## src/csp_pkg.sv

```systemverilog
// Constants and types shared by the clock select and prescaler block
package csp_pkg;
    // Source clock rate
    localparam int unsigned CLK_MHZ = 20;

    // Clock source select codes
    localparam logic [3:0] SEL_EXT = 4'h0;
    localparam logic [3:0] SEL_RC  = 4'h2;
    localparam logic [3:0] SEL_LFO = 4'h3;

    // Start-up time codes
    localparam logic [1:0] START_PLAIN = 2'h0;
    localparam logic [1:0] START_FAST  = 2'h1;
    localparam logic [1:0] START_SLOW  = 2'h2;

    // Start-up and reset delay figures, clocks and microseconds
    localparam int unsigned WAKE_CK     = 6;
    localparam int unsigned RST_CK      = 14;
    localparam int unsigned LFO_FAST_US = 4000;
    localparam int unsigned LFO_SLOW_US = 64000;
    localparam int unsigned EXT_FAST_US = 4100;
    localparam int unsigned EXT_SLOW_US = 65000;

    // Register indices; the byte address is four times the index
    localparam logic [9:0] IDX_PRESCALE = 10'h061;
    localparam logic [9:0] IDX_TIMER    = 10'h062;
    localparam logic [9:0] IDX_STATUS   = 10'h063;

    // Prescale register fields and values
    localparam int unsigned PCE_BIT         = 7;
    localparam logic [7:0]  UNLOCK_VALUE    = 8'h80;
    localparam logic [2:0]  UNLOCK_CYCLES   = 3'h4;
    localparam logic [3:0]  DIV_MAX         = 4'h8;
    localparam logic [3:0]  DIV_FUSE_RESET  = 4'h3;
    localparam logic [3:0]  DIV_PLAIN_RESET = 4'h0;

    // Timer control and status fields
    localparam int unsigned EXT_CLK_BIT = 0;
    localparam int unsigned RUN_BIT     = 0;
    localparam int unsigned BAD_BIT     = 1;
    localparam int unsigned ACT_LSB     = 4;
    localparam int unsigned SEL_LSB     = 8;
    localparam int unsigned START_LSB   = 12;

    // Reset and wake sequencer states
    typedef enum logic [2:0] {
        ST_SAMPLE = 3'h0,
        ST_DELAY  = 3'h1,
        ST_RUN    = 3'h3,
        ST_SLEEP  = 3'h2,
        ST_WAKE   = 3'h6
    } csp_state_type;

    // Static configuration fuses
    typedef struct packed {
        logic [3:0] clock_source_select_fuses;
        logic [1:0] startup_time_fuses;
        logic       clock_output_fuse;
        logic       divide_by_eight_fuse;
    } csp_fuse_type;
endpackage

```

## src/csp_top.sv

```systemverilog
// Clock source select, reset delay and system clock prescaler
//
// What this block does
// - Select code 0011 picks the 128kHz oscillator.
// - 128kHz: wake 6 clocks, reset 14+0/4/64ms.
// - Select code 0000 runs from external clock.
// - External: wake 6 clocks, reset 14+0/4.1/65ms.
// - Timer oscillator only with calibrated RC.
// - Enable bit lets timer pin take clock.
// - Output fuse drives clock on its pin.
// - Clock output continues during reset delay.
// - Clock pin carries the divided clock.
// - Divider slows CPU, I/O and flash.
// - No glitch or short period on change.
// - Divider counts source clock, count unreadable.
// - New rate active after T1+T2 to T1+2T2.
// - Unlock write is exactly 0x80.
// - Division write accepted within four cycles.
// - Software masks interrupts during the sequence.
// - Enable set only alone, four-cycle timeout.
// - Codes 0..8 give factors 1..256.
// - Reset code from divide-by-eight fuse.
`timescale 1ns/1ns
module csp_top
    import csp_pkg::*;
#(
    parameter int unsigned DLY_W       = 21,
    parameter int unsigned LFO_FAST_CY = LFO_FAST_US * CLK_MHZ,
    parameter int unsigned LFO_SLOW_CY = LFO_SLOW_US * CLK_MHZ,
    parameter int unsigned EXT_FAST_CY = EXT_FAST_US * CLK_MHZ,
    parameter int unsigned EXT_SLOW_CY = EXT_SLOW_US * CLK_MHZ
) (
    // Clock and reset
    input  wire logic         pclk,
    input  wire logic         presetn,
    // APB slave
    input  wire logic [11:0]  paddr,
    input  wire logic         psel,
    input  wire logic         penable,
    input  wire logic         pwrite,
    input  wire logic [31:0]  pwdata,
    output logic [31:0]       prdata,
    output logic              pready,
    output logic              pslverr,
    // Static fuses
    input  wire csp_fuse_type fuses,
    // Sleep request, high while powered down
    input  wire logic         power_down,
    // Normal port function of the clock output pin
    input  wire logic         io_pin_data,
    input  wire logic         io_pin_oe_n,
    // Clock output pin
    output logic              clock_output_pin,
    output logic              clock_output_pin_oe_n,
    // Divided system clock and core reset
    output logic              sys_clk_tick,
    output logic              core_reset_n,
    // Source and timer oscillator status
    output logic              source_is_lfo,
    output logic              source_is_ext,
    output logic              source_invalid,
    output logic              timer_osc_usable,
    output logic              timer_osc_pin_a_ext_mode
);
    // Longest reset delay over both source families
    localparam int unsigned DLY_MAX = RST_CK
        + ((LFO_SLOW_CY > EXT_SLOW_CY) ? LFO_SLOW_CY : EXT_SLOW_CY);

    typedef struct packed {
        csp_state_type      st;
        logic [DLY_W-1:0]   dly;
        logic [2:0]         win;
        logic [3:0]         div;
        logic               ext_clk_en;
        logic               ext_mode;
        csp_fuse_type       fz;
        logic [31:0]        rdata;
    } csp_top_state_type;

    csp_top_state_type cur;
    csp_top_state_type next_cur;

    logic       div_tick;
    logic       div_level;
    logic [3:0] div_active;
    logic [9:0] idx;
    logic       aligned;
    logic       hit_pre;
    logic       hit_any;
    logic       wr_en;

    // Delay counter must hold the longest reset delay
    if (DLY_MAX >= (64'h1 << DLY_W)) begin : g_check
        $error("csp_top: DLY_W too small for reset delay");
    end

    // Reset delay length, loaded one short since the last count is zero
    function automatic logic [DLY_W-1:0] reset_delay(input csp_fuse_type f);
        int unsigned extra;
        extra = 0;
        if (f.clock_source_select_fuses == SEL_LFO) begin
            if (f.startup_time_fuses == START_FAST) begin
                extra = LFO_FAST_CY;
            end else if (f.startup_time_fuses != START_PLAIN) begin
                extra = LFO_SLOW_CY;
            end
        end else begin
            if (f.startup_time_fuses == START_FAST) begin
                extra = EXT_FAST_CY;
            end else if (f.startup_time_fuses != START_PLAIN) begin
                extra = EXT_SLOW_CY;
            end
        end
        reset_delay = DLY_W'(RST_CK - 1 + extra);
    endfunction

    // Divided clock, count state kept private to the divider
    csp_divider #(
        .MAX_CODE    (8)
    ) u_divider (
        .pclk        (pclk),
        .presetn     (presetn),
        .div_code    (cur.div),
        .tick        (div_tick),
        .level       (div_level),
        .active_code (div_active)
    );

    // Address decode; the slave never inserts wait states
    assign idx     = paddr[11:2];
    assign aligned = (paddr[1:0] == 2'h0);
    assign hit_pre = aligned && (idx == IDX_PRESCALE);
    assign hit_any = aligned && ((idx == IDX_PRESCALE) || (idx == IDX_TIMER)
                                 || (idx == IDX_STATUS));
    assign wr_en   = psel && penable && pwrite && (cur.st != ST_SAMPLE);

    // Next state: sequencer, register writes and read capture
    always_comb begin
        next_cur = cur;

        // Unlock window counts raw clocks, so an interrupt between the
        // two writes would let it lapse; software keeps them masked
        if (cur.win != 3'h0) begin
            next_cur.win = cur.win - 3'h1;
        end

        // Reset delay and wake sequencer
        unique case (cur.st)
            ST_SAMPLE: begin
                next_cur.fz  = fuses;
                next_cur.div = fuses.divide_by_eight_fuse ? DIV_FUSE_RESET
                                                          : DIV_PLAIN_RESET;
                next_cur.dly = reset_delay(fuses);
                next_cur.st  = ST_DELAY;
            end
            ST_DELAY: begin
                if (cur.dly == '0) begin
                    next_cur.st = ST_RUN;
                end else begin
                    next_cur.dly = cur.dly - DLY_W'(1);
                end
            end
            ST_RUN: begin
                if (power_down) begin
                    next_cur.st = ST_SLEEP;
                end
            end
            ST_SLEEP: begin
                if (!power_down) begin
                    next_cur.st  = ST_WAKE;
                    next_cur.dly = DLY_W'(WAKE_CK - 1);
                end
            end
            ST_WAKE: begin
                if (cur.dly == '0) begin
                    next_cur.st = ST_RUN;
                end else begin
                    next_cur.dly = cur.dly - DLY_W'(1);
                end
            end
            default: begin
                next_cur.st = ST_SAMPLE;
            end
        endcase

        // Prescale writes: unlock alone, then division within the window
        if (wr_en && hit_pre) begin
            if (pwdata[7:0] == UNLOCK_VALUE) begin
                // A repeat unlock neither extends nor closes the window
                if (cur.win == 3'h0) begin
                    next_cur.win = UNLOCK_CYCLES;
                end
            end else if (!pwdata[PCE_BIT] && (cur.win != 3'h0)) begin
                next_cur.win = 3'h0;
                // Reserved codes close the window but keep the old factor
                if (pwdata[3:0] <= DIV_MAX) begin
                    next_cur.div = pwdata[3:0];
                end
            end
        end

        // Timer oscillator external clock enable
        if (wr_en && aligned && (idx == IDX_TIMER)) begin
            next_cur.ext_clk_en = pwdata[EXT_CLK_BIT];
        end
        next_cur.ext_mode = next_cur.ext_clk_en
            && (next_cur.fz.clock_source_select_fuses == SEL_RC);

        // Read data captured in the setup cycle, held through access
        if (psel && !penable) begin
            next_cur.rdata = 32'h0000_0000;
            if (aligned && !pwrite) begin
                if (idx == IDX_PRESCALE) begin
                    next_cur.rdata[PCE_BIT] = (cur.win != 3'h0);
                    next_cur.rdata[3:0]     = cur.div;
                end else if (idx == IDX_TIMER) begin
                    next_cur.rdata[EXT_CLK_BIT] = cur.ext_clk_en;
                end else if (idx == IDX_STATUS) begin
                    next_cur.rdata[RUN_BIT]           = core_reset_n;
                    next_cur.rdata[BAD_BIT]           = source_invalid;
                    next_cur.rdata[ACT_LSB +: 4]      = div_active;
                    next_cur.rdata[SEL_LSB +: 4]      =
                        cur.fz.clock_source_select_fuses;
                    next_cur.rdata[START_LSB +: 2]    = cur.fz.startup_time_fuses;
                end
            end
        end
    end

    // State register
    always_ff @(posedge pclk or negedge presetn) begin
        if (!presetn) begin
            cur <= '0;
        end else begin
            cur <= next_cur;
        end
    end

    // APB answers: zero wait, error on unmapped or unaligned address
    assign prdata  = cur.rdata;
    assign pready  = 1'b1;
    assign pslverr = psel && penable && !hit_any;

    // Core reset released only after the delay; clock gated in sleep
    assign core_reset_n = (cur.st == ST_RUN) || (cur.st == ST_SLEEP)
                          || (cur.st == ST_WAKE);
    assign sys_clk_tick = div_tick && (cur.st == ST_RUN);

    // Live fuse so the override holds even while reset is asserted
    assign clock_output_pin      = fuses.clock_output_fuse ? div_level
                                                           : io_pin_data;
    assign clock_output_pin_oe_n = fuses.clock_output_fuse ? 1'b0
                                                           : io_pin_oe_n;

    // Source decode from the sampled fuses
    assign source_is_lfo  = (cur.fz.clock_source_select_fuses == SEL_LFO);
    assign source_is_ext  = (cur.fz.clock_source_select_fuses == SEL_EXT);
    assign source_invalid = !source_is_lfo && !source_is_ext
                            && (cur.fz.clock_source_select_fuses != SEL_RC);
    assign timer_osc_usable         = (cur.fz.clock_source_select_fuses == SEL_RC);
    assign timer_osc_pin_a_ext_mode = cur.ext_mode;

    logic wr_unlock;
    logic wr_divide;
    assign wr_unlock = wr_en && hit_pre && (pwdata[7:0] == UNLOCK_VALUE);
    assign wr_divide = wr_en && hit_pre && !pwdata[PCE_BIT]
                       && (pwdata[7:0] != UNLOCK_VALUE);
endmodule // csp_top

```

## src/csp_divider.sv

```systemverilog
// Glitch-free system clock divider
`timescale 1ns/1ns
module csp_divider
    import csp_pkg::*;
#(
    parameter int unsigned MAX_CODE = 8
) (
    // Clock and reset
    input  wire logic       pclk,
    input  wire logic       presetn,
    // Requested division code
    input  wire logic [3:0] div_code,
    // Divided clock
    output logic            tick,
    output logic            level,
    output logic [3:0]      active_code
);
    typedef struct packed {
        logic [7:0] cnt;
        logic [3:0] code;
        logic       tick;
        logic       level;
    } csp_div_state_type;

    csp_div_state_type cur;
    csp_div_state_type next_cur;

    // Counter cannot hold a longer period
    if (MAX_CODE > 8) begin : g_check
        $error("csp_divider: MAX_CODE above 8");
    end

    function automatic logic [7:0] period_minus_one(input logic [3:0] code);
        period_minus_one = 8'((9'h001 << code) - 9'h001);
    endfunction

    // New code only taken at a period end, so no short period appears
    always_comb begin
        next_cur = cur;
        next_cur.tick = 1'b0;
        if (cur.cnt == 8'h00) begin
            next_cur.tick  = 1'b1;
            next_cur.level = ~cur.level;
            next_cur.code  = div_code;
            next_cur.cnt   = period_minus_one(div_code);
        end else begin
            next_cur.cnt = cur.cnt - 8'h01;
        end
    end

    always_ff @(posedge pclk or negedge presetn) begin
        if (!presetn) begin
            cur <= '0;
        end else begin
            cur <= next_cur;
        end
    end

    assign tick        = cur.tick;
    assign level       = cur.level;
    assign active_code = cur.code;
endmodule // csp_divider

```

## config.mk

```make
export PLATFORM = sky130hd
export DESIGN_NAME = csp_top
export DESIGN_NICKNAME = d
export VERILOG_FILES = /design/src/csp_pkg.sv /design/src/csp_top.sv /design/src/csp_divider.sv
export SDC_FILE = /design/constraint.sdc
export NUM_CORES = 1
export LEC_CHECK = 0
export ABC_AREA = 1
export BUFFER_PORTS_ARGS = -buffer_cell sky130_fd_sc_hd__buf_2
export CAP_MARGIN = 20
export CORE_ASPECT_RATIO = 0.8
export CORE_MARGIN = 2
export CORE_UTILIZATION = 49
export CTS_CLUSTER_DIAMETER = 80
export CTS_CLUSTER_SIZE = 30
export DETAILED_ROUTE_END_ITERATION = 16
export GPL_ROUTABILITY_DRIVEN = 0
export PLACE_DENSITY = 0.81
export SLEW_MARGIN = 25
export SYNTH_ARGS = -nofsm -noshare
export SYNTH_HDL_FRONTEND = slang
export SYNTH_SLANG_ARGS = --single-unit
```

## constraint.sdc

```tcl
create_clock -name pclk -period 1.8 [get_ports pclk]
set_clock_uncertainty 0.1 [all_clocks]
set_input_delay 0.45 -clock pclk [delete_from_list [all_inputs] [get_ports pclk]]
set_output_delay 0.45 -clock pclk [all_outputs]
set_load 0.01 [all_outputs]
```

# Word level (Yosys, flattened, before mapping)
# Index checks and enable logic that the tools add are counted.
# totals
ff_bits,69
word_cells,118
# op_classes
add_sub_neg,5
order_cmp,1
n_eq_ne,18
shift,1
n_mux,38
bitwise,1
reduce_logical,39
# ops
op,count
$mux W21,7
$pmux W21 S3,1
$eq A10 B7 Y1 const B,3
$mux W24,1
$add A4 B21 Y21 const A,1
$logic_not A21 Y1,1
$sub A21 B1 Y21 const B,1
$mux W10,2
$mux W3,6
$eq A4 B2 Y1 const B,4
$logic_and A1 B1 Y1,16
$mux W8,2
$sub A8 B1 Y8 const B,2
$mux W14,1
$mux W7,2
$mux W4,3
$pmux W3 S4,1
$mux W2,5
$reduce_bool A3 Y1,3
$eq A8 B8 Y1 const B,1
$logic_not A8 Y1,1
$shl A1 B4 Y8 const A,1
$eq A3 B2 Y1 const B,2
$logic_not A1 Y1,6
18 further kinds,30

# Longest topological paths before layout
# Gate-level depths: netlist (run 1).
# depth
word_depth,8
depth_mapped,12
mapped_depth_nobuf,12

# Cells and area by module
# A second synthesis (run 1) with hierarchy kept.
# unflattened
cells_unflattened,645
area_unflattened_um2,4504.3
# modules_own_cells
module,n_inst,cells_each,area_per_inst_um2,seq_area_each_um2
csp_top,1,550,3709.8,1326.3
csp_divider,1,95,794.5,350.3

# Least setup slack after synthesis (run 1)
# Ideal clock, no wire load.
# synth_path
kind,input-to-output
from,input paddr[6]
to,output pslverr
t_arrival_ns,1.308
t_required_ns,1.250
slack_ns,-0.058
path_stages,6
n_path_buf,0
path_cell_list,nor2_1 -> nand3_1 -> nor3_1 -> nor3_1 -> nor2_1 -> nor2_1
# synth_via
elab_chain_len,6
# synth_lines
element,line,text
start: declaration,csp_top.sv:37,"input wire logic [11:0] paddr,"
$eq A10 B7 Y1,csp_top.sv:133,assign hit_any = aligned && ((idx == IDX_PRESCALE) || (idx == IDX_TIMER)
$logic_or A1 B1 Y1,csp_top.sv:133,
$logic_or A1 B1 Y1 (*),csp_top.sv:134,|| (idx == IDX_STATUS));
$logic_and A1 B1 Y1 (*),csp_top.sv:133,
$logic_not A1 Y1 (*),csp_top.sv:242,assign pslverr = psel && penable && !hit_any;
$logic_and A1 B1 Y1 (*),csp_top.sv:242,
end: declaration,csp_top.sv:44,"output logic pslverr,"
# Mark *: on every way between the ends. The rest lies on a longest branch, timed or not.

# Final worst setup path (run 1)
# layout_path
from,register cur[64] (netlist bit)
to,register cur[52] (netlist bit)
# layout_via
elab_chain_len,3
# layout_lines
element,line,text
start: declaration,csp_top.sv:80,csp_top_state_type cur;
start signal: assignment,csp_top.sv:235,cur <= next_cur;
$logic_not A21 Y1,"csp_top.sv:157, csp_top.sv:175",
$ne A2 B2 Y1 (no source line),-,
$reduce_and A3 Y1 (no source line),-,
# No other way between the ends.
# A chain may end at the register's enable or synchronous reset.

==> flow_metrics.env, run 1 <==
export IMPL_grt_first_pass_wirelength_um=18200
export IMPL_antenna_found_initial=0
export IMPL_first_pass_iters=6
export IMPL_antenna_cells=0
export IMPL_dp_hpwl_um=8010
export IMPL_grt_use_total_pct=23.9
export IMPL_peakVddDrop_uv=761
export IMPL_fin_crit_ns=1.98
export IMPL_grt_pass1_vias=4043
export IMPL_yosys_area_share_simple_pct=34.4
export IMPL_synth_area_per_cell_sq_um=7.08
export IMPL_start_util_pct=51.2
export IMPL_ios=103
export IMPL_post_route_util_pct=68.1
export IMPL_slowest_stage="dfrtp_1"
export IMPL_synth_seq_area_share_pct=38.1
export IMPL_worstPathMaxFanout=6
export IMPL_cp_data_required_time_ns=1.92
export IMPL_clock_latency_ns=0.36
export IMPL_viasPerCell=5.79
export IMPL_placed_area_sq_mm=0.00492
export IMPL_synth_fa_ha_area_share_pct=1.42
export IMPL_yosys_warnings=0
export IMPL_synth_distinct_cells=37
export IMPL_finalNetCount=801
export IMPL_io_buffer_count=59
export IMPL_violations="hold timing, setup timing"
export IMPL_p_leak_nw=3.04
export IMPL_h_tree_depth=3
export IMPL_clock_sinks=67
export IMPL_synth_ff_type="dfrtp_1"
export IMPL_layout_drive_gt1_share_pct=35.4
export IMPL_routedWlPerCell_um=17.1
export IMPL_final_max_slew_viol_count=0
export IMPL_seq_power_share_pct=25.0
export IMPL_rsz0062_at_grt="yes"
export IMPL_core_area_sq_mm=0.00860
export IMPL_slowest_delay_ns=0.44
export IMPL_p_clk_share_pct=14.3
export IMPL_clock_path_buffers=2
export IMPL_finalPower_w=0.00992
export IMPL_timing_hold_ws_ns=-0.00952
export IMPL_regArea_sq_mm=0.00168
export IMPL_multi_input_area_sq_mm=0.00266
export IMPL_cap_violations=0
export IMPL_rows=30
export IMPL_dr_total_vias=4934
export IMPL_hold_violations=2
export IMPL_synth_compound_area_share_pct=10.1
export IMPL_die_width_um=110
export IMPL_hp_class="primary input to asynchronous set/reset pin"
export IMPL_setup_ws_ns=-0.177
export IMPL_synth_edf_count=0
export IMPL_worstSetupEndpointType="flip-flop"
export IMPL_internal_power_w=0.00498
export IMPL_clkTransAtPathRegs_ns=0.08
export IMPL_finalCritPeriodShare_pct=110
export IMPL_cts_tree="built"
export IMPL_die_h_um=88.8
export IMPL_crit_type="flip-flop to flip-flop"
export IMPL_synthArstFlopShare_pct=100
export IMPL_syn_area_sq_mm=0.00440
export IMPL_area_growth_syn_to_layout_pct=32.9
export IMPL_setup_violations=30
export IMPL_placed_cells=809
export IMPL_drt_total_wl_um=14600
export IMPL_fin_cells=852
export IMPL_grt_max_degree=68
export IMPL_ys_seq_elements=67
export IMPL_outcome="complete, but fails checks"
export IMPL_dieArea_sq_mm=0.00977
export IMPL_power_frac_comb_pct=60.7
export IMPL_drcViolationCount=0
export IMPL_power_density_mw_per_mm2=1700
export IMPL_grt_overflow=0
export IMPL_p_sw_w=0.00494
export IMPL_antenna_left=0
export IMPL_cp_cell_sequence="nor2_1, nand2_1, inv_1, nand2_2, nor2_4, nand2_4, nand2_8, nand2_8, o21ai_2, nand2_1"
export IMPL_crit_arrival_ns=2.10
export IMPL_final_area_sq_mm=0.00585
export IMPL_synth_top_family_by_area="simple AND/OR/NAND/NOR gates"
export IMPL_numCtsBuffers=9
export IMPL_p_sw_share_pct=49.8
export IMPL_synthMuxAreaShare_pct=0.511
export IMPL_fill_cells=597
export IMPL_clockRootBuffer="clkbuf_8"
export IMPL_synth_xor_area_share_pct=1.19
export IMPL_drt_iter0_drc=686
export IMPL_max_freq_ghz=0.506
export IMPL_netlist_instances=622
export IMPL_critPathLaunchType="flip-flop"
## power by group through the flow
stage	combinational [W]	clock, W	sequential, W
floorplan	0.00297	0	0.00232
global placement	0.00370	0	0.00239
detailed placement	0.00386	0	0.00241
CTS	0.00434	0.00138	0.00238
global route	0.00637	0.00148	0.00252
finish	0.00602	0.00142	0.00248
## critical path, delay by kind of cell, from the launching register on
kind / cells / cell delay [ns]
DFF: 1 / 0.44
buffers and inverters: 1 / 0.11
and+or+nand+nor: 8 / 1.09
AOI/OAI and AO/OA: 1 / 0.09
## cell usage in the layout (no fill, tap or decap), types with 4 or more instances in the layout
cell,instances
nor3_4,4
a21oi_1,14
nand2_8,7
nand4_1,9
nand3_2,6
buf_2,58
inv_2,8
o21ai_1,8
nor2_2,13
buf_4,57
nand2_1,133
nor2_1,64
clkbuf_8,10
o21ai_2,17
nor3_1,8
o21ai_0,29
dfrtp_1,64
buf_6,8
conb_1,19
inv_1,67
nand2_2,25
nand2_4,11
xor2_1,6
nand3_1,43
nor2_4,12
## synth_stat cells (2+ instances only)
master	n	area [sq um]
a21oi_1	17	85.1
buf_2	3	15.0
buf_4	35	263
buf_6	4	45.0
clkbuf_1	2	7.51
conb_1	2	7.51
dfrtp_1	67	1680
ha_1	5	62.6
inv_1	73	274
inv_2	3	11.3
mux2_2	2	22.5
nand2_1	160	601
nand2_2	11	68.8
nand3_1	51	255
nand4_1	9	56.3
nor2_1	78	293
nor2_2	5	31.3
nor2_4	6	67.6
nor3_1	13	65.1
o21ai_0	40	200
o21ai_1	5	25.0
o21ai_2	9	78.8
o21bai_1	3	22.5
xor2_1	6	52.6
## flip-flops by register name (all words and copies together), names as in the netlist, named ones only
name                      cells
cur                          37
prdata                       14
u_divider.cur                 8
u_divider.active_code         4
timer_osc_pin_a_ext_mode      1
u_divider.level               1
u_divider.tick                1
## per-layer routing
metal | global-route usage (%) | up-vias | wire length, um
met5 | 0 | - | 0
met4 | 8.86 | 0 | 781
met3 | 4.20 | 104 | 1600
met2 | 39.4 | 385 | 6690
met1 | 31.5 | 2279 | 5530
li1 | - | 2166 | -
## per-stage QoR
step | setup WS, ns | hold slack [ns] | setup TNS [ns]
detailed placement | -0.314 | 0.359 | -2.98
global placement | -0.198 | 0.355 | -1.15
floorplan | 0.00893 | 0.0544 | 0
global route | -0.198 | 0.0367 | -3.71
CTS | -0.131 | 0.0318 | -0.142
finish | -0.177 | -0.00952 | -2.58
## area by class of cell
type	count	area share, %
repair buffers	126	14.8
well taps	112	2.39
multi-input cells	455	45.5
clock buffers	13	2.54
clock inverters	2	1.03
flip-flops and latches	67	28.7
inverters	77	5.07
## final timing paths
kind | start | endpoint | slack [ns] | cells past startpoint
max in group asynchronous | presetn | cur[36] | 1.28 | 2
hold / removal | presetn | cur[65] | -0.01 | 2
min in group pclk | pwdata[3] | cur[45] | 0.30 | 3
setup / recovery | cur[64] | cur[52] | -0.18 | 10
hold reg to reg | u_divider.level | u_divider.level | 0.37 | 1
setup reg to reg | cur[64] | cur[52] | -0.18 | 10
## cell families (layout without fill, tap and decap cells)
group           count (synthesis)  in the layout
fa+ha+maj                       5              5
buf+inv                       121            218
xor+xnor                        6              6
flops                          67             67
other cells                     2             19
compound gates                 78             78
simple gates                  341            345
mux                             2              2
## repair_timing
item,in CTS,in global routing
resized for setup,31,103
setup endpoints to repair,26,43
hold buffers,0,0
buffers inserted,11,14
pin swaps,12,49
cloned,1,3
Note: power is estimated with default switching activity, not from simulation.
==> run 2, diff against run 1 <==
==> constraint.sdc (replaced) <==
create_clock -name pclk -period 1.8 [get_ports pclk]
set_clock_uncertainty 0.1 [all_clocks]
set_input_delay 0.09 -clock pclk [delete_from_list [all_inputs] [get_ports pclk]]
set_output_delay 0.09 -clock pclk [all_outputs]
set_load 0.01 [all_outputs]
==> flow_metrics.env, run 2 (synthesis gave the netlist of run 1 again) <==
export IMPL_relSlewSlack_pct=62.6
export IMPL_hp_class="primary input to flip-flop"
export IMPL_hold_violations=0
export IMPL_setup_violations=0
export IMPL_placed_cells=800
export IMPL_slowest_stage="dfrtp_1"
export IMPL_grt_max_degree=68
export IMPL_crit_type="flip-flop to flip-flop"
export IMPL_io_buffer_count=59
export IMPL_area_growth_syn_to_layout_pct=22.6
export IMPL_cts_tree="built"
export IMPL_fill_cells=697
export IMPL_critPathLaunchType="flip-flop"
export IMPL_crit_arrival_ns=1.93
export IMPL_dr_total_vias=4490
export IMPL_p_leak_nw=2.85
export IMPL_clock_sinks=67
export IMPL_numCtsBuffers=9
export IMPL_grt_first_pass_wirelength_um=18400
export IMPL_outcome="finished, final reports clean"
export IMPL_drcViolationCount=0
export IMPL_h_tree_depth=3
export IMPL_final_common_cell="nand2_1"
export IMPL_finalNetCount=785
export IMPL_rsz0062_at_grt="yes"
export IMPL_antenna_cells=0
export IMPL_start_util_pct=51.2
export IMPL_max_freq_ghz=0.559
export IMPL_clockRootBuffer="clkbuf_8"
export IMPL_rows=30
export IMPL_core_area_sq_mm=0.00860
export IMPL_worstPathMaxFanout=3
export IMPL_slowest_delay_ns=0.40
export IMPL_ios=103
export IMPL_die_width_um=110
export IMPL_power_density_mw_per_mm2=1590
export IMPL_layout_common_cells="nand2_1, nor2_1, inv_1"
export IMPL_finalCritPeriodShare_pct=99.4
export IMPL_grt_pass1_vias=3956
export IMPL_clkTransAtPathRegs_ns=0.08
export IMPL_viasPerCell=5.36
export IMPL_worstSetupEndpointType="flip-flop"
export IMPL_clock_latency_ns=0.35
export IMPL_post_route_util_pct=62.8
export IMPL_cp_cell_sequence="inv_2, ha_4, nand3_1, nor2_2, nand2_1, nor2_1, nand4_1, nand2_1, nor2_1"
export IMPL_cp_data_required_time_ns=1.94
export IMPL_grt_overflow=0
export IMPL_largest_register="cur"
export IMPL_final_max_slew_viol_count=0
export IMPL_antenna_left=0
export IMPL_largest_register_ffs=37
export IMPL_die_h_um=88.8
export IMPL_fin_crit_ns=1.79
export IMPL_dp_hpwl_um=8250
export IMPL_clock_path_buffers=2
export IMPL_layout_drive_gt1_share_pct=27.3
export IMPL_regArea_sq_mm=0.00168
export IMPL_routedWlPerCell_um=14.6
export IMPL_tightest_slew_ns=0.558
export IMPL_fin_cells=837
export IMPL_drt_total_wl_um=12200
export IMPL_grt_use_total_pct=24.4
export IMPL_multi_input_area_sq_mm=0.00235
export IMPL_first_pass_iters=6
export IMPL_setup_tns_ns=0
export IMPL_peakVddDrop_uv=684
export IMPL_drt_iter0_drc=575
export IMPL_antenna_found_initial=0
export IMPL_dieArea_sq_mm=0.00977
export IMPL_cap_violations=0
==> run 2: cell types whose count changed in the layout (fill, tap and decap cells not counted), moves of 6 or more <==
cell / change
nand2_1: +19
buf_4: -13
nand2_2: -10
o21ai_0: +10
nand2_4: -8
o21ai_2: -8
buf_6: -7
dlygate4sd3_1: +7
nor2_2: -6
==> run 2: what timing repair did <==
action / 4_1_cts / 5_1_grt
hold endpoints to repair: 74 / 0
setup endpoints to repair: 17 / 38
hold buffers: 7 / 0
gates resized for setup: 7 / 43
buffers inserted: 7 / 7
pin swaps: 7 / 19
gates cloned: 1 / 0
==> run 2: worst max-delay path, delay by kind of cell (launching register included) <==
| family | cells | cell delay, ns |
|---|---|---|
| fa+ha+maj | 1 | 0.14 |
| buf+inv | 1 | 0.09 |
| flops | 1 | 0.40 |
| simple gates | 7 | 0.95 |
==> run 2: through the flow <==
stage	hold slack [ns]	power, W	instance area (sq um)	setup WS [ns]
after floorplan	-0.306	0.00529	4470	0.0825
after global placement	0.0354	0.00615	4840	-0.0396
after detailed placement	0.0371	0.00637	4840	-0.115
after CTS	0.0119	0.00791	5200	-0.00326
after global routing	0.0356	0.00914	5400	-0.0625
final	0.0220	0.00857	5400	0.0106
==> run 2: power by group <==
part / switching, W / internal (W) / total, W
sequential: 0.000458 / 0.00200 / 0.00245
clock: 0.000612 / 0.000634 / 0.00125
combinational: 0.00305 / 0.00182 / 0.00487
==> run 2: layout make-up <==
type	instances	share of cell area, %
multi-input cells	452	43.5
flip-flops and latches	67	31.1
repair buffers	113	13.8
inverters	77	5.40
well taps	112	2.59
clock buffers	9	2.29
clock inverters	7	1.27
==> run 2: layer usage <==
layer	track usage, %	vias to the layer above	part of all wire [%]
met2	38.9	259	45
li1	-	2114	-
met4	9.32	0	2.3
met1	33.5	2084	43
met5	0	-	0
met3	3.83	33	9.1
==> run 2: path summary, 6_finish.rpt <==
path,slack (ns),start,cells after the start,endpoint
max,0.01,cur[49],9,cur[67]
min,0.02,fuses[6],3,cur[38]
min in group asynchronous,0.18,presetn,3,cur[68]
max reg2reg,0.01,cur[49],9,cur[67]
max in group asynchronous,1.10,presetn,3,asynchronous set/reset pin
min reg2reg,0.37,u_divider.level,1,u_divider.level
==> run 3, diff against run 2 <==
CORE_ASPECT_RATIO = 1.5   (was 0.8)
==> flow_metrics.env, run 3 (synthesis gave the netlist of run 1 again) <==
export IMPL_ios=103
export IMPL_hold_violations=0
export IMPL_grt_first_pass_wirelength_um=19300
export IMPL_fin_crit_ns=1.79
export IMPL_regArea_sq_mm=0.00168
export IMPL_clock_latency_ns=0.34
export IMPL_dieArea_sq_mm=0.00978
export IMPL_h_tree_depth=3
export IMPL_numCtsBuffers=9
export IMPL_rows=42
export IMPL_antenna_left=0
export IMPL_antenna_cells=0
export IMPL_setup_violations=0
export IMPL_worstSetupEndpointType="flip-flop"
export IMPL_viasPerCell=5.35
export IMPL_cap_violations=0
export IMPL_peakVddDrop_uv=1040
export IMPL_layout_drive_gt1_share_pct=28.3
export IMPL_fill_cells=710
export IMPL_final_max_slew_viol_count=0
export IMPL_dp_hpwl_um=8200
export IMPL_dr_total_vias=4491
export IMPL_setup_tns_ns=0
export IMPL_largest_register_ffs=37
export IMPL_setup_ws_ns=0.00928
export IMPL_clock_path_buffers=2
export IMPL_crit_arrival_ns=1.91
export IMPL_grt_overflow=0
export IMPL_routedWlPerCell_um=14.5
export IMPL_core_area_sq_mm=0.00878
export IMPL_grt_max_degree=68
export IMPL_antenna_found_initial=0
export IMPL_layout_common_cells="nand2_1, nor2_1, inv_1"
export IMPL_io_buffer_count=59
export IMPL_crit_type="flip-flop to flip-flop"
export IMPL_p_leak_nw=2.97
export IMPL_critPathLaunchType="flip-flop"
export IMPL_clock_sinks=67
export IMPL_die_width_um=81.4
export IMPL_outcome="finished, final reports clean"
export IMPL_hp_class="primary input to flip-flop"
export IMPL_grt_use_total_pct=25.4
export IMPL_rsz0062_at_grt="yes"
export IMPL_worstPathMaxFanout=6
export IMPL_finalCritPeriodShare_pct=99.5
export IMPL_start_util_pct=50.2
export IMPL_max_freq_ghz=0.558
export IMPL_clkTransAtPathRegs_ns=0.06
export IMPL_cp_data_required_time_ns=1.92
export IMPL_power_density_mw_per_mm2=1690
export IMPL_die_h_um=120
export IMPL_dp_slack_ns=-0.158
export IMPL_area_growth_syn_to_layout_pct=27.7
export IMPL_drt_iter0_drc=356
export IMPL_clockRootBuffer="clkbuf_16"
export IMPL_drcViolationCount=0
export IMPL_finalNetCount=789
export IMPL_post_route_util_pct=64.1
export IMPL_multi_input_area_sq_mm=0.00241
export IMPL_cts_tree="built"
export IMPL_grt_pass1_vias=4395
export IMPL_final_common_cell="nand2_1"
export IMPL_first_pass_iters=5
export IMPL_largest_register="cur"
export IMPL_drt_total_wl_um=12200
## run 3: area by class of cell
type                       instances  share of cell area, %
multi-input combinational        454                   42.8
sequential                        67                   29.8
timing repair buffer             115                   13.7
inverter                          77                   5.18
clock buffer                      11                   4.49
tap                              110                   2.45
clock inverter                     5                   1.51
## run 3: power by group
group / switching (W) / internal (W)
Clock: 0.000697 / 0.00129
Combinational: 0.00321 / 0.00190
Sequential: 0.000424 / 0.00200
## run 3: worst paths after layout
| kind | from | to | slack (ns) | cells after the start |
|---|---|---|---|---|
| worst max-delay path | cur[49] | cur[65] | 0.009 | 11 |
| worst min-delay path | fuses[7] | cur[39] | 0.008 | 3 |
| worst max register to register | cur[49] | cur[65] | 0.009 | 11 |
| worst min register to register | u_divider.level | u_divider.level | 0.36 | 1 |
| max in group asynchronous | presetn | cur[60] | 1.09 | 3 |
| min in group asynchronous | presetn | cur[51] | 0.19 | 3 |
## run 3: what timing repair did
action                                  in CTS  in global routing
setup buffers                                0                 14
pin swaps                                    3                 19
hold endpoints to repair                    72                  0
resized for setup                            8                 51
endpoints found under the setup margin      23                 35
gates cloned                                 1                  2
hold buffers                                 5                  0
## run 3: routing by layer
layer | up-vias | GRT usage, % | wire, um
met5 | - | 0 | 0
met4 | 0 | 14.6 | 566
met3 | 50 | 5.94 | 695
met2 | 197 | 45.0 | 6510
met1 | 2103 | 26.6 | 4390
li1 | 2141 | - | -
## run 3: stage by stage
step                      total power (W)  cells  instance area, sq um  hold WS (ns)
after floorplan                   0.00529    639                  4470        -0.306
after global routing               0.0102    839                  5620        0.0259
after detailed placement          0.00638    801                  4870        0.0384
after CTS                         0.00866    823                  5320        0.0119
final                             0.00952    839                  5620       0.00775
after global placement            0.00618    801                  4870        0.0366
## run 3: worst max-delay path, cell delays in order (launching register included)
cell	delay (ns)
dfrtp_1	0.39
inv_2	0.08
ha_4	0.14
inv_2	0.04
nor3_2	0.15
nand2_1	0.11
nor2_4	0.17
nand2_4	0.10
nand2_8	0.16
nand2_8	0.09
nand2_2	0.09
o21ai_2	0.06
